$ cat src/core/awdt_pkg.sv
// Purpose: Shared constants and types for the watchdog timer block.
// Assumes: Single clock domain at 100 MHz, synchronous active-high reset.
// Notes:   Preset counts are computed from RANGE_BASE_LOG2, one per timeout range.
package awdt_pkg;

  localparam int unsigned CNT_W       = 32;
  localparam int unsigned RANGE_W     = 4;
  localparam int unsigned NUM_RANGES  = 16;
  localparam int unsigned PULSE_W     = 8;
  localparam logic [PULSE_W-1:0] PULSE_DEF = 8'h10;

  // Preset count for range n is 2^(16+n) - 1.
  localparam int unsigned RANGE_BASE_LOG2 = 16;

  // Software-facing control word.
  typedef struct packed {
    logic               enable;
    logic               irq_first;
    logic [RANGE_W-1:0] range_sel;
    logic [PULSE_W-1:0] pulse_len;
  } awdt_ctrl_t;

  // Block status word.
  typedef struct packed {
    logic             irq_pending;
    logic             sys_reset;
    logic [CNT_W-1:0] count;
  } awdt_stat_t;

  typedef enum logic [1:0] {
    AWDT_IDLE  = 2'b00,
    AWDT_COUNT = 2'b01,
    AWDT_RESET = 2'b10
  } awdt_state_t;

endpackage

$ cat src/core/awdt_top.sv
// Purpose: Watchdog timer with immediate-reset or interrupt-first response.
// Assumes: Control inputs are on clk_sys_i; no software bus reaches the block.
// Notes:   The counter runs on the system clock, clk_sys_i.
`timescale 1ns/1ps
`default_nettype none
module awdt_top
  import awdt_pkg::*;
#(
  parameter int unsigned BASE_LOG2 = awdt_pkg::RANGE_BASE_LOG2
) (
  input  wire logic                 clk_sys_i,
  input  wire logic                 rst_i,
  input  wire awdt_pkg::awdt_ctrl_t ctrl_i,
  input  wire logic                 irq_clear_i,
  input  wire logic                 kick_i,
  output var  logic                 irq_o,
  output var  logic                 sys_rst_o,
  output var  awdt_pkg::awdt_stat_t stat_o
);
  import awdt_pkg::*;

  initial begin
    if (BASE_LOG2 + NUM_RANGES > CNT_W) $error("BASE_LOG2 too large for counter");
  end

  awdt_state_t      state_q;
  awdt_state_t      state_d;
  logic [CNT_W-1:0] cnt_q;
  logic [CNT_W-1:0] cnt_d;
  logic             irq_q;
  logic             irq_d;
  logic             trig_q;
  logic             trig_d;
  logic             rst_out_q;
  awdt_stat_t       stat_q;
  logic [CNT_W-1:0] preset;
  logic             pulse;
  logic             pulse_done;

  always_comb begin
    preset = (CNT_W'(1) << (BASE_LOG2 + ctrl_i.range_sel)) - CNT_W'(1);
  end

  always_comb begin
    state_d = state_q;
    cnt_d   = cnt_q;
    irq_d   = irq_q;
    trig_d  = 1'b0;
    case (state_q)
      AWDT_IDLE: begin
        if (ctrl_i.enable) begin
          state_d = AWDT_COUNT;
          cnt_d   = preset;
        end
      end
      AWDT_COUNT: begin
        if (!ctrl_i.enable) begin
          state_d = AWDT_IDLE;
          irq_d   = 1'b0;
        end else if (cnt_q == '0) begin
          if (!ctrl_i.irq_first || irq_q) begin
            trig_d  = 1'b1;
            state_d = AWDT_RESET;
          end else begin
            irq_d = 1'b1;
            cnt_d = preset;
          end
        end else if (irq_clear_i || kick_i) begin
          irq_d = irq_clear_i ? 1'b0 : irq_q;
          cnt_d = preset;
        end else begin
          cnt_d = cnt_q - CNT_W'(1);
        end
      end
      AWDT_RESET: begin
        if (pulse_done) begin
          state_d = AWDT_IDLE;
          irq_d   = 1'b0;
        end
      end
      default: begin
        state_d = AWDT_IDLE;
      end
    endcase
  end

  always_ff @(posedge clk_sys_i) begin
    if (rst_i) begin
      state_q   <= AWDT_IDLE;
      cnt_q     <= '0;
      irq_q     <= 1'b0;
      trig_q    <= 1'b0;
      rst_out_q <= 1'b0;
      stat_q    <= '0;
    end else begin
      state_q   <= state_d;
      cnt_q     <= cnt_d;
      irq_q     <= irq_d;
      trig_q    <= trig_d;
      rst_out_q <= pulse;
      stat_q    <= '{irq_pending: irq_d, sys_reset: pulse, count: cnt_d};
    end
  end

  awdt_pulse_gen #(
    .LEN_W (PULSE_W)
  ) u_pulse (
    .clk_sys_i (clk_sys_i),
    .rst_i     (rst_i),
    .trig_i    (trig_q),
    .len_i     (ctrl_i.pulse_len),
    .pulse_o   (pulse),
    .done_o    (pulse_done)
  );

  // Outputs straight from flip-flops.
  assign irq_o     = irq_q;
  assign sys_rst_o = rst_out_q;
  assign stat_o    = stat_q;
endmodule
`default_nettype wire

$ cat src/core/awdt_pulse_gen.sv
// Purpose: Stretches a trigger into a reset pulse of programmable length.
// Assumes: Trigger is a one-cycle pulse on the same clock.
// Notes:   A zero length is served as one cycle.
`timescale 1ns/1ps
`default_nettype none
module awdt_pulse_gen #(
  parameter int unsigned LEN_W = 8
) (
  input  wire logic             clk_sys_i,
  input  wire logic             rst_i,
  input  wire logic             trig_i,
  input  wire logic [LEN_W-1:0] len_i,
  output var  logic             pulse_o,
  output var  logic             done_o
);
  logic [LEN_W-1:0] cnt_q;
  logic [LEN_W-1:0] cnt_d;
  logic             pulse_q;
  logic             pulse_d;
  logic             done_q;
  logic             done_d;

  initial begin
    if (LEN_W < 1) $error("LEN_W must be at least 1");
  end

  always_comb begin
    cnt_d   = cnt_q;
    pulse_d = pulse_q;
    done_d  = 1'b0;
    if (trig_i && !pulse_q) begin
      pulse_d = 1'b1;
      cnt_d   = (len_i == '0) ? LEN_W'(1) : len_i;
    end else if (pulse_q) begin
      if (cnt_q == LEN_W'(1)) begin
        pulse_d = 1'b0;
        done_d  = 1'b1;
        cnt_d   = '0;
      end else begin
        cnt_d = cnt_q - LEN_W'(1);
      end
    end
  end

  // Registers the pulse state.
  always_ff @(posedge clk_sys_i) begin
    if (rst_i) begin
      cnt_q   <= '0;
      pulse_q <= 1'b0;
      done_q  <= 1'b0;
    end else begin
      cnt_q   <= cnt_d;
      pulse_q <= pulse_d;
      done_q  <= done_d;
    end
  end

  assign pulse_o = pulse_q;
  assign done_o  = done_q;
endmodule
`default_nettype wire

$ cat config.mk
export PLATFORM = sky130hd
export DESIGN_NAME = awdt_top
export DESIGN_NICKNAME = d
export VERILOG_FILES = /design/src/core/awdt_pkg.sv /design/src/core/awdt_top.sv /design/src/core/awdt_pulse_gen.sv
export SDC_FILE = /design/constraint.sdc
export NUM_CORES = 1
export LEC_CHECK = 0
export BUFFER_PORTS_ARGS = -buffer_cell sky130_fd_sc_hd__buf_2
export CAP_MARGIN = 40
export CORE_AREA = 2 2 95 97
export DETAILED_ROUTE_END_ITERATION = 8
export DIE_AREA = 0 0 97 99
export PLACE_DENSITY = 0.58
export SETUP_SLACK_MARGIN = 0.4
export SLEW_MARGIN = 20
export SYNTH_ARGS = -nofsm -noshare
export SYNTH_HDL_FRONTEND = slang
export SYNTH_SLANG_ARGS = --single-unit
$ cat constraint.sdc
create_clock -name clk_sys_i -period 2.9 [get_ports clk_sys_i]
set_clock_uncertainty 0.2 [all_clocks]
set_input_delay 0.725 -clock clk_sys_i [delete_from_list [all_inputs] [get_ports clk_sys_i]]
set_output_delay 0.725 -clock clk_sys_i [all_outputs]
set_load 0.02 [all_outputs]
## After elaboration in Yosys (flattened, before gate mapping)

Index checks and enable logic that the tools add are counted.

| storage, ports and cells | value |
|---|---|
| output and inout port bits | 36 |
| RAM bits | 0 |
| memories kept | 0 |
| input bits | 18 |
| logic and storage cells | 73 |
| latch bits | 0 |
| register bits | 47 |
| memory bits (read-only) | 0 |

| operators by class | value |
|---|---|
| mux-type cells | 28 |
| $mul | 0 |
| $lt $le $gt $ge | 0 |
| $add $sub $neg | 4 |
| reductions and logical operators | 16 |
| shift operators | 1 |
| equal/unequal tests | 12 |
| bitwise operators | 4 |
| divide/modulo/power cells | 0 |

Operators by type and width:

| kind | count |
|---|---|
| $mux 32 | 5 |
| $pmux 32 s2 | 1 |
| $logic_not 32->1 | 1 |
| $mux 8 | 4 |
| $shl 1x6->32 const A | 1 |
| $sub 32x1->32 const B | 1 |
| $sub 32x2->32 const B | 1 |
| $ne 4x4->1 const B | 3 |
| $mux 1 | 11 |
| $mux 2 | 5 |
| $ne 3x3->1 const B | 3 |
| $eq 8x1->1 const B | 1 |
| $logic_not 8->1 | 1 |
| $reduce_and 4->1 | 2 |
| $sub 8x1->8 const B | 1 |
| $add 5x4->6 const A | 1 |
| $pmux 2 s3 | 1 |
| $reduce_bool 2->1 | 3 |
| $reduce_and 5->1 | 1 |
| $ne 2x2->1 const B | 2 |
| $not 1->1 | 4 |
| $reduce_or 4->1 | 1 |
| $reduce_or 3->1 | 1 |
| $eq 2x1->1 const B | 1 |
| other kinds (7) | 9 |

## Depth between registers and ports, before layout

| depth | value |
|---|---|
| depth in word-level cells | 7 |
| gate-level depth with buffers | 10 |
| gate-level depth less buffers | 8 |

## By module

From an unflattened synthesis, not the netlist that was laid out.

| unflattened totals | value |
|---|---|
| cells, all modules | 363 |
| area total of the unflattened synthesis | 2,894.0 µm² |

Modules (own cells, without submodules):

| module | sequential area each (µm²) | area an instance (µm²) | cells each | instances |
|---|---|---|---|---|
| awdt_top | 740.7 | 2,299.7 | 297 | 1 |
| awdt_pulse_gen | 200.2 | 594.3 | 66 | 1 |

## Least setup slack after synthesis

OpenSTA, ideal clock, no wires.

| timing path | value |
|---|---|
| kind | input to register |
| start | input port ctrl_i[8] (netlist bit) |
| end | register stat_q (netlist bit stat_o[26]) |
| stages on the path | 10 |
| setup time | 0.071 ns |
| setup slack | 0.368 ns |
| required time | 2.629 ns |
| arrival time | 2.261 ns |
| path buffers | 2 |
| cell sequence | clkbuf_1 -> nor2_1 -> nand2_1 -> ha_1 -> buf_1 -> nor3b_1 -> a31oi_1 -> o211ai_1 -> o211ai_1 -> a21oi_1 |

| between the ends | value |
|---|---|
| word-level cells in the longest chain between the ends | 7 |
| elaborated cells between the ends (all ways) | 9 |
| classes of those cells | add/sub (2); shift (1); mux (6) |

Ends and longest elaborated chain:

| what | line | text |
|---|---|---|
| from (decl) | awdt_top.sv:13 | `input wire awdt_pkg::awdt_ctrl_t ctrl_i,` |
| $add 5x4->6 * | awdt_top.sv:41 | `preset = (CNT_W'(1) << (BASE_LOG2 + ctrl_i.range_sel)) - CNT_W'(1);` |
| $shl 1x6->32 * | awdt_top.sv:41 |  |
| $sub 32x2->32 * | awdt_top.sv:41 |  |
| $mux 32, on equally long branches | awdt_top.sv:68, awdt_top.sv:61 |  |
| $mux 32 | awdt_top.sv:60 | `end else if (cnt_q == '0) begin` |
| $mux 32 | awdt_top.sv:57 | `if (!ctrl_i.enable) begin` |
| $pmux 32 s2 * | awdt_top.sv:49 | `case (state_q)` |
| to (signal assigned) | awdt_top.sv:101 | `stat_q <= '{irq_pending: irq_d, sys_reset: pulse, count: cnt_d};` |
| to (decl) | awdt_top.sv:35 | `awdt_stat_t stat_q;` |

Mark *: on every way between the ends. The rest lies on a longest branch, timed or not. The select of a mux whose other input is x is not followed.
A chain may end at the register's enable or synchronous reset.

==> impl_results.md <==
- CTS Buf Count: 5
- Setup ws final: 0.476 ns
- Max-slew violation count: 0
- WL per Instance: 16.5 um
- Hold slack: between 0.2 and 0.3 ns
- Root buffer cell: clkbuf_8
- Vias in the first global route: roughly 3000
- Ant. Diodes: 0
- Post-DRT Antenna Nets: 0
- Via/cell ratio: around 5.6
- Worst slack, placed: roughly 0.32 ns
- Maximum VDD drop: roughly 0.0002 V
- Router iterations before antenna repair: 4
- First-pass GRT wire length: between 15000 and 20000 um
- Initial drt markers: 169
- Layout Area Growth over Synthesis: 22.6%
- Setup_tns: 0 ns
- Metal-1 WL: between 4000 and 5000 um
- CP max FO: 9
- CP startpoint kind: flop
- Port bufs: 53
- Die area: 0.00960 mm^2
- Unrepaired setup endpoints after global routing: true
- Netlist cell types: roughly 60
- Min-Delay Path Class: flop to flop
- Dominant synthesized flop cell: dfxtp_1
- Hold Vio Cnt, Final: 0
- Metal3 WL: approximately 400 um
- Yosys warnings: 0
- # setup viols final: 0
- Hold path depth: 1
- Die width: 97 um
- Number of max-cap violations: 0
- R2r setup slk: ~0.48 ns
- Syn Inst Count: 385
- Global-route usage over all layers: 19.3%
- Core area: 0.00855 mm^2
- Period utilization: a little over four fifths
- Hold_buf cts: 0
- Max Clk Rate: about 410 MHz
- CTS H-Tree Depth: 2
- Kind of critical path: flop to flop
- Endpoint type of the worst setup path: flop
- CTS tree: done
- Synthesized cell area: between 0.003 and 0.004 mm^2
- Share of layout cells above drive strength 1: 25.6%
- Nets: about 480
- PwrDens: 486 mW/mm^2
- Hold path start: stat_o[0]
- Post-synth ARST share: 0%
- Min Tclk post-route: 2.42 ns
- Worst-case clock buffer depth: 2
- Die height: between 90 and 100 um
- Worst Tran Pin Value: ~0.64 ns
- GP Congestion: a little under 0.9
- Worst Path Required: 2.93 ns
- FF-to-FF End: stat_o[19]
- Hpwl dp: ~7000 um
- Relative slew slack: 57.3%
- Largest net degree at the start of global routing: 20
- Initial antenna violation count: 0
- Post-synthesis sequential area ratio: slightly above 30%
- Gr ovfl total: 0
- Post-Syn Area per Cell: approximately 8.0 um^2
- Top layer reached by signal wires: met4
- I/O pin total: 54
- Clk pin slew, worst setup/hold paths: 0.09 ns
- Worst skew pair latency: approximately 0.3 ns
- Post-synthesis register bit count: 47
- Vias post-DR: ~3100
- Reg2reg start: stat_o[21]
- Drt drc: 0
- DR WL met2: 4150 um
- EDFF count, synth: 0
- CP arrival: approximately 2.5 ns
- Reg2reg path depth: 8
- Outcome: complete, no violations
- Hold Crit Endpoint: stat_o[0]
- # rows: 34
- Total wire length: around 9300 um
- Static Leak: 1.45 nW
- Clk sinks: 47
- Initial Util: a little over a third
- Synth Net Count: 411
-- flip-flops by register name, summed over array words and instances, names as in the netlist --
signal	count
u_pulse.cnt_q	8
state_q	2
stat_o	34
u_pulse.pulse_o	1
trig_q	1
u_pulse.done_o	1
-- routing by layer --
layer	track usage, %	vias to the layer above
li1	-	1559
met1	27.9	1494
met2	29.6	77
met3	2.48	15
met4	6.93	0
met5	0	-
-- cell usage after synthesis, types with 4 or more instances --
master / count / area (um^2)
mux2i_1: 4 / 40.0
nor4b_1: 5 / 43.8
nor2_1: 44 / 165
a21o_1: 4 / 30.0
clkbuf_1: 9 / 33.8
o211ai_1: 9 / 67.6
nor3b_1: 4 / 30.0
a21oi_1: 21 / 105
nor3_1: 19 / 95.1
inv_1: 13 / 48.8
xor2_1: 6 / 52.6
or3_1: 6 / 37.5
buf_2: 6 / 30.0
nand2_1: 29 / 109
dfxtp_1: 47 / 941
nand4_1: 10 / 62.6
o21ai_0: 23 / 115
ha_1: 8 / 100
nand3_1: 8 / 40.0
a31oi_1: 9 / 56.3
and3_1: 4 / 25.0
a211oi_1: 7 / 52.6
nor4_1: 9 / 56.3
nor2b_1: 5 / 31.3
nand2b_1: 5 / 31.3
and2_1: 4 / 25.0
xnor2_1: 13 / 114
-- power by group --
part	leakage (nW)	switching, W	internal, W	total (W)
sequential	0.387	0.0000731	0.000695	0.000768
clock	0.0654	0.000234	0.000345	0.000579
combinational	1.00	0.000292	0.000185	0.000477
total	1.45	0.000600	0.00122	0.00182
-- worst max path at each step --
| stage | cells past startpoint | slack, ns | end | from |
|---|---|---|---|---|
| finish | 8 | 0.48 | stat_o[19] | stat_o[21] |
| global route | 7 | 0.38 | stat_o[20] | stat_o[12] |
| CTS | 7 | 0.43 | stat_o[20] | stat_o[2] |
| detailed placement | 9 | 0.32 | stat_o[26] | ctrl_i[10] |
| global placement | 8 | 0.31 | stat_o[30] | ctrl_i[10] |
| floorplan | 9 | 0.43 | stat_o[26] | ctrl_i[9] |
-- critical path, cell delays in order (launching register included) --
cell     delay [ns]
dfxtp_1        0.37
nor3_1         0.39
nand4_1        0.34
o31ai_4        0.31
buf_4          0.18
buf_4          0.15
a21oi_1        0.05
a211o_1        0.24
a21oi_1        0.12
-- cell usage in the layout (no fill, tap or decap), types with 9 or more instances in the layout --
master	synthesis	layout
nor3_1	19	17
o21ai_0	23	23
a31oi_1	9	9
buf_4	3	29
nand4_1	10	10
nor2_1	44	43
nand2_1	29	28
dfxtp_1	47	44
xnor2_1	13	13
a21oi_1	21	21
o211ai_1	9	9
inv_1	13	13
buf_2	6	53
-- through the flow --
stage	area [um^2]	utilization, %	total power (W)	instances
global placement	3470	40.6	0.00123	541
finish	3760	43.9	0.00182	562
detailed placement	3470	40.6	0.00123	541
CTS	3680	43.0	0.00182	558
global route	3760	43.9	0.00192	562
floorplan	3070	-	0.00108	385
-- kinds of logic (layout without fill, tap and decap cells) --
logic type,Yosys count,in the layout,synth area share (%)
muxes,6,6,2.04
and+or+nand+nor,170,170,30.6
adders and majority gates,8,8,3.27
AOI/OAI and AO/OA,100,100,22.5
DFF,47,47,30.7
buffers and inverters,35,104,5.51
xor gates and xnor gates,19,19,5.43
-- layout make-up --
type	instances	area, um^2
inverters	13	48.8
well taps	108	135
clock inverters	2	60.1
flip-flops and latches	47	945
repair buffers	83	494
fillers	884	4790
multi-input cells	303	2000
clock buffers	6	72.6
-- what timing repair did --
action,CTS,global route
resized for setup,2,12
pin swaps,2,5
setup buffers,9,4
setup endpoints to repair,24,31
Power figures use the tool's default switching activity.
